File: config.mk
export PLATFORM = sky130hd
export DESIGN_NAME = analog_switch_scan_sequencer
export DESIGN_NICKNAME = d
export VERILOG_FILES = /design/src/hdl/scan_seq_pkg.sv /design/src/hdl/analog_switch_scan_sequencer.sv /design/src/hdl/tick_divider.sv
export SDC_FILE = /design/constraint.sdc
export NUM_CORES = 1
export LEC_CHECK = 0
export ABC_CLOCK_PERIOD_IN_PS = 4200
export BUFFER_PORTS_ARGS = -buffer_cell sky130_fd_sc_hd__buf_4
export CORE_MARGIN = 4
export CORE_UTILIZATION = 60
export CTS_BUF_LIST = sky130_fd_sc_hd__clkbuf_8
export CTS_CLUSTER_SIZE = 25
export DETAILED_ROUTE_END_ITERATION = 8
export HOLD_SLACK_MARGIN = 0.1
export PLACE_DENSITY = 0.81
export SLEW_MARGIN = 20
export SYNTH_ARGS = -nofsm -noshare
export SYNTH_HDL_FRONTEND = slang
export SYNTH_SLANG_ARGS = --single-unit
File: constraint.sdc
create_clock -name clk -period 4.2 [get_ports clk]
set_clock_uncertainty 0.2 [all_clocks]
set_input_delay 0.84 -clock clk [delete_from_list [all_inputs] [get_ports clk]]
set_output_delay 0.84 -clock clk [all_outputs]
set_load 0.01 [all_outputs]
File: src/hdl/scan_seq_pkg.sv
package scan_seq_pkg;
  // Master tick rate and system clock
  localparam int unsigned CLK_HZ          = 20_000_000;
  localparam int unsigned TICK_HZ         = 100_000;
  localparam int unsigned TICK_DIV        = CLK_HZ / TICK_HZ;
  // Scan geometry
  localparam int unsigned NUM_SWITCHES    = 10;
  localparam int unsigned SUBSLOT_MOD     = 10;
  localparam int unsigned CLOSED_LAST     = 7;
  localparam int unsigned CHAIN_DELAY     = 100;
  localparam int unsigned SUB_W           = 4;
  localparam int unsigned SLOT_W          = 4;
  localparam int unsigned DLY_W           = 7;
  localparam int unsigned DIV_W           = 8;

  typedef enum logic [2:0]
  {
    ST_IDLE = 3'b001,
    ST_SCAN = 3'b010,
    ST_DONE = 3'b100
  } scan_state_t;
endpackage

File: src/hdl/analog_switch_scan_sequencer.sv
`timescale 1ns/1ps
`default_nettype none
module analog_switch_scan_sequencer
  import scan_seq_pkg::*;
#(
  parameter int unsigned NSW   = NUM_SWITCHES,
  parameter int unsigned DELAY = CHAIN_DELAY
)
(
  input  wire logic           clk,
  input  wire logic           reset_n,
  input  wire logic           scan_start_in,
  output var  logic           scan_start_out,
  output var  logic [NSW-1:0] switch_closed,
  output var  logic           slot_advance_pulse,
  output var  logic           scan_active
);
  logic              tick;
  logic              sync1_ff;
  logic              sync2_ff;
  logic              sync3_ff;
  logic              start;
  scan_state_t       state_ff;
  scan_state_t       nxt_state;
  logic [SUB_W-1:0]  sub_ff;
  logic [SUB_W-1:0]  nxt_sub;
  logic [SLOT_W-1:0] slot_ff;
  logic [SLOT_W-1:0] nxt_slot;
  logic [DLY_W-1:0]  dly_ff;
  logic [DLY_W-1:0]  nxt_dly;
  logic              dly_run_ff;
  logic              nxt_dly_run;
  logic              wrap;
  logic              scanning;
  logic              last_slot;
  logic              close_window;
  logic              dly_done;
  logic [NSW-1:0]    nxt_switch;

  // Master tick enable; the 100 kHz rate is made here
  tick_divider #(.DIV(TICK_DIV)) u_div
  (
    .clk     (clk),
    .reset_n (reset_n),
    .tick    (tick)
  );

  // Pin input passes two flops before the edge detector reads it
  always_ff @(posedge clk)
  begin
    if (!reset_n)
    begin
      sync1_ff <= 1'b0;
      sync2_ff <= 1'b0;
      sync3_ff <= 1'b0;
    end
    else
    begin
      sync1_ff <= scan_start_in;
      sync2_ff <= sync1_ff;
      sync3_ff <= sync2_ff;
    end
  end

  // Decodes shared by the counters and the switch drive
  assign start        = sync2_ff & ~sync3_ff;
  assign scanning     = state_ff == ST_SCAN;
  assign wrap         = tick && (sub_ff == SUB_W'(SUBSLOT_MOD - 1));
  assign last_slot    = slot_ff == SLOT_W'(NSW - 1);
  assign close_window = sub_ff <= SUB_W'(CLOSED_LAST);
  assign dly_done     = dly_run_ff && tick && dly_ff == DLY_W'(DELAY - 1);

  // Next scan state; a new start restarts even mid-scan
  always_comb
  begin
    nxt_state = state_ff;
    case (state_ff)
      ST_IDLE: nxt_state = ST_IDLE;
      ST_SCAN:
        if (wrap && last_slot)
          nxt_state = ST_DONE;
      ST_DONE: nxt_state = ST_DONE;
      default: nxt_state = ST_IDLE;
    endcase
    if (start)
      nxt_state = ST_SCAN;
  end

  // Scan state register
  always_ff @(posedge clk)
  begin
    if (!reset_n)
      state_ff <= ST_IDLE;
    else
      state_ff <= nxt_state;
  end

  // Sub-slot next value, modulo ten on master ticks
  always_comb
  begin
    nxt_sub = sub_ff;
    if (start)
      nxt_sub = '0;
    else if (scanning && tick)
      nxt_sub = wrap ? '0 : sub_ff + 1'b1;
  end

  // Sub-slot counter register
  always_ff @(posedge clk)
  begin
    if (!reset_n)
      sub_ff <= '0;
    else
      sub_ff <= nxt_sub;
  end

  // Slot holds on the last value so the decode never aliases a switch
  always_comb
  begin
    nxt_slot = slot_ff;
    if (start)
      nxt_slot = '0;
    else if (scanning && wrap && !last_slot)
      nxt_slot = slot_ff + 1'b1;
  end

  // Slot counter register
  always_ff @(posedge clk)
  begin
    if (!reset_n)
      slot_ff <= '0;
    else
      slot_ff <= nxt_slot;
  end

  // Wrap pulse brought out, one cycle long
  always_ff @(posedge clk)
  begin
    if (!reset_n)
      slot_advance_pulse <= 1'b0;
    else
      slot_advance_pulse <= state_ff == ST_SCAN && wrap && !start;
  end

  // One-hot slot decode; only one bit can ever be set
  // Direction is set by the analog side, so mux and demux share it
  generate
    for (genvar i = 0; i < NSW; i++)
    begin : g_sw
      assign nxt_switch[i] = scanning && !start
                             && slot_ff == SLOT_W'(i)
                             && close_window;
    end
  endgenerate

  // Switch drive register; a start opens all for one cycle
  always_ff @(posedge clk)
  begin
    if (!reset_n)
      switch_closed <= '0;
    else
      switch_closed <= nxt_switch;
  end

  // Scan busy flag for the outside
  always_ff @(posedge clk)
  begin
    if (!reset_n)
      scan_active <= 1'b0;
    else
      scan_active <= state_ff == ST_SCAN;
  end

  // Chain delay next values, counted in master ticks from the start edge
  always_comb
  begin
    nxt_dly     = dly_ff;
    nxt_dly_run = dly_run_ff;
    if (start)
    begin
      nxt_dly     = '0;
      nxt_dly_run = 1'b1;
    end
    else if (dly_run_ff && tick)
    begin
      nxt_dly     = dly_ff + 1'b1;
      nxt_dly_run = !dly_done;
    end
  end

  // Chain delay register
  always_ff @(posedge clk)
  begin
    if (!reset_n)
    begin
      dly_ff     <= '0;
      dly_run_ff <= 1'b0;
    end
    else
    begin
      dly_ff     <= nxt_dly;
      dly_run_ff <= nxt_dly_run;
    end
  end

  // Rises on the 100th tick, falls when the input has fallen
  always_ff @(posedge clk)
  begin
    if (!reset_n || !sync2_ff)
      scan_start_out <= 1'b0;
    else if (dly_done)
      scan_start_out <= 1'b1;
  end
endmodule
`default_nettype wire

File: src/hdl/tick_divider.sv
`timescale 1ns/1ps
`default_nettype none
// Turns the system clock into the one-cycle master tick enable
module tick_divider
  import scan_seq_pkg::*;
#(
  parameter int unsigned DIV = TICK_DIV
)
(
  input  wire logic clk,
  input  wire logic reset_n,
  output var  logic tick
);
  logic [DIV_W-1:0] cnt_ff;

  // Free-running divider, tick on terminal count
  always_ff @(posedge clk)
  begin
    if (!reset_n)
    begin
      cnt_ff <= '0;
      tick   <= 1'b0;
    end
    else if (cnt_ff == DIV_W'(DIV - 1))
    begin
      cnt_ff <= '0;
      tick   <= 1'b1;
    end
    else
    begin
      cnt_ff <= cnt_ff + 1'b1;
      tick   <= 1'b0;
    end
  end
endmodule
`default_nettype wire

==> results.sh <==
export IMPL_synthTopCellsByCount="44 x dfxtp_1, 19 x nand2_1, 15 x a21oi_1"
export IMPL_min_to="u_div.cnt_ff[0]$_SDFF_PP0_"
export IMPL_rrSetupSlack_ns=2.27
export IMPL_crit_slowest_cell="or4b_2"
export IMPL_die_w_um=62.1
export IMPL_cts_root_buf="clkbuf_8"
export IMPL_drtIter0Drc=70
export IMPL_synthArstFlopShare_pct=0
export IMPL_postPlaceCellArea_um2=1890
export IMPL_fin_crit_ns=1.93
export IMPL_areaGrowthSynthToFinish_pct=14.7
export IMPL_clock_latency_ns=0.30
export IMPL_r2r_start="u_div.cnt_ff[4]$_SDFF_PP0_"
export IMPL_end_kind="flip-flop"
export IMPL_drive_gt1_share_pct=12.1
export IMPL_cp_buffers_inverters=0
export IMPL_rows=19
export IMPL_ys_ff_latch=44
export IMPL_critical_path_arrival_ns=1.90
export IMPL_final_cell_area_um2=2020
export IMPL_fp_dieH_um=62.1
export IMPL_worstHoldPathCells=1
export IMPL_port_buffers=15
export IMPL_yosysWarnings=0
export IMPL_p_total_uw=791
export IMPL_drt_total_wl_um=3480
export IMPL_cpPeakStageDelay_ns=0.72
export IMPL_min_from="u_div.cnt_ff[0]$_SDFF_PP0_"
export IMPL_drc=0
export IMPL_ys_flop_type="dfxtp_1"
export IMPL_postRouteAntennaNets=0
export IMPL_clk_path_buf_depth=2
export IMPL_fin_setup_tns_ns=0
export IMPL_synth_most_common_cell="dfxtp_1"
export IMPL_r2r_end="u_div.cnt_ff[3]$_SDFF_PP0_"
export IMPL_finalMaxSlewViolations=0
export IMPL_antennaDiodeCount=0
export IMPL_post_cts_resized=0
export IMPL_cap_violations=0
export IMPL_synth_distinct_cells=36
export IMPL_viasPerCell=5.92
export IMPL_place_ws_ns=2.26
export IMPL_required_ns=4.17
export IMPL_fmax_mhz=519
export IMPL_stdcell_count=238
export IMPL_grt_pass1_wl_um=6070
export IMPL_cts_hold_buf=0
export IMPL_outcome="finished, final reports clean"
export IMPL_gp_congestion=0.840
export IMPL_relSlewSlack_pct=49.7
export IMPL_cts_made_buffers=5
export IMPL_cp_max_fo=5
export IMPL_cts_setup_buffers=0
export IMPL_cts_htree_levels=2
export IMPL_vias=1409
export IMPL_io_pins=16
export IMPL_synthCells=189
export IMPL_seq_area_frac_synth_pct=50.1
export IMPL_fin_util_pct=72.5
export IMPL_cts_sinks=44
export IMPL_syn_nets=200
export IMPL_synth_edf_count=0
export IMPL_ir_drop_v=0.000324
export IMPL_hold_violations=0
export IMPL_yosysTopAreaCell="dfxtp_1"
export IMPL_finalSetupViolCount=0
export IMPL_first_global_vias=1386
export IMPL_leakage_nw=0.739
export IMPL_whs_ns=0.260
export IMPL_core_area_um2=2780
export IMPL_fin_nets=217
export IMPL_dpl_hpwl_um=2350
export IMPL_final_period_utilization_pct=45.9
export IMPL_grt_setup_unrepaired="false"
export IMPL_criticalPathCategory="reg2reg"
export IMPL_dieArea_um2=3860
export IMPL_crit_chain="or4b_2, o21ai_0, nor2_1"
export IMPL_start_kind="flip-flop"
export IMPL_place_inst=230
export IMPL_p_per_area_nw_per_um2=393
export IMPL_grt_max_degree=17
export IMPL_cts_tree="built"
export IMPL_r2r_worst_path_cells=3
export IMPL_path_clk_slew_ns=0.08
export IMPL_hp_class="reg2reg"
export IMPL_worstMarginPinSlew_ns=0.754
export IMPL_grt_usage_pct=18.8
export IMPL_syn_area_um2=1760
export IMPL_wire_per_inst_um=14.6
export IMPL_crit_cells=3
export IMPL_grt_overflow_total=0
export IMPL_synth_top_cells_by_area="dfxtp_1 50%, ha_1 5.7%, a21oi_1 4.3%, nand2_1 4.1%, nor2_1 3.0%"
export IMPL_first_pass_iters=5
export IMPL_finalWorstSetupSlack_ns=2.27
export IMPL_start_util_pct=63.2
export IMPL_antenna_found_initial=0
export IMPL_synth_top_area_share_pct=50.1
export IMPL_syn_area_per_cell_um2=9.30
export IMPL_path_delay_family="simple AND/OR/NAND/NOR gates"
[state kept, by name, summed over array words and instances, names as in the netlist, 3 cells and up]
name,count
state_ff,3
sub_ff,4
u_div.cnt_ff,8
switch_closed,10
slot_ff,4
dly_ff,7
[cells in the final DEF, fill, tap and decap left out, drive strengths merged, types with 2 or more instances in the layout]
master | synthesis | routed
buf | 1 | 15
dfxtp | 44 | 44
nand4 | 5 | 5
nand4b | 4 | 4
nor2 | 14 | 14
xnor2 | 2 | 2
and2 | 3 | 3
nand3b | 2 | 2
or3 | 8 | 8
ha | 8 | 8
xor2 | 4 | 4
or4 | 4 | 4
o31ai | 5 | 5
nor2b | 4 | 4
o21ai | 8 | 8
nand2 | 19 | 19
nand3 | 9 | 9
o22ai | 2 | 2
clkbuf | 4 | 7
inv | 6 | 6
a21oi | 15 | 15
nand2b | 2 | 2
nor3 | 3 | 3
[routing by layer]
layer | global-route usage (%) | part of all wire [%] | up-vias
li1 | - | - | 708
met3 | 3.60 | 4.4 | 6
met2 | 32.4 | 49 | 31
met5 | 0 | 0 | -
met1 | 22.6 | 45 | 664
met4 | 8.13 | 1.5 | 0
[how the worst max path moves through the flow]
stage	from	end	slack (ns)
detailed placement	reset_n	sub_ff[3]$_SDFFE_PP0P_	2.26
finish	u_div.cnt_ff[4]$_SDFF_PP0_	u_div.cnt_ff[3]$_SDFF_PP0_	2.27
global route	u_div.cnt_ff[4]$_SDFF_PP0_	u_div.cnt_ff[0]$_SDFF_PP0_	2.16
CTS	u_div.cnt_ff[4]$_SDFF_PP0_	u_div.cnt_ff[3]$_SDFF_PP0_	2.30
global placement	reset_n	sub_ff[3]$_SDFFE_PP0P_	2.34
floorplan	reset_n	dly_ff[0]$_SDFFE_PP0P_	2.36
[cells by family (layout without fill, tap and decap cells)]
logic type,count (synthesis),in the layout,share of synthesized area (%)
AND/OR/NAND/NOR,85,85,26.9
flip-flops,44,44,50.1
AO/OA/AOI/OAI,34,34,11.3
buffers and inverters,11,29,2.42
adder cells (fa/ha/maj),8,8,5.69
XOR/XNOR,6,6,2.99
multiplexers,1,1,0.569
[area by class of cell]
type / instances / area, um^2
inverters: 6 / 22.5
multi-input cells: 134 / 835
flip-flops and latches: 44 / 881
clock buffers: 7 / 96.3
repair buffers: 15 / 113
well taps: 31 / 38.8
fillers: 234 / 766
clock inverters: 1 / 30.0
[report_power, final]
group          total (mW)  switching (mW)  internal [mW]
registers           0.425         0.00383          0.421
clock network       0.348           0.138          0.210
logic              0.0182          0.0119        0.00624
No activity file was read; power rests on OpenSTA's default activity.
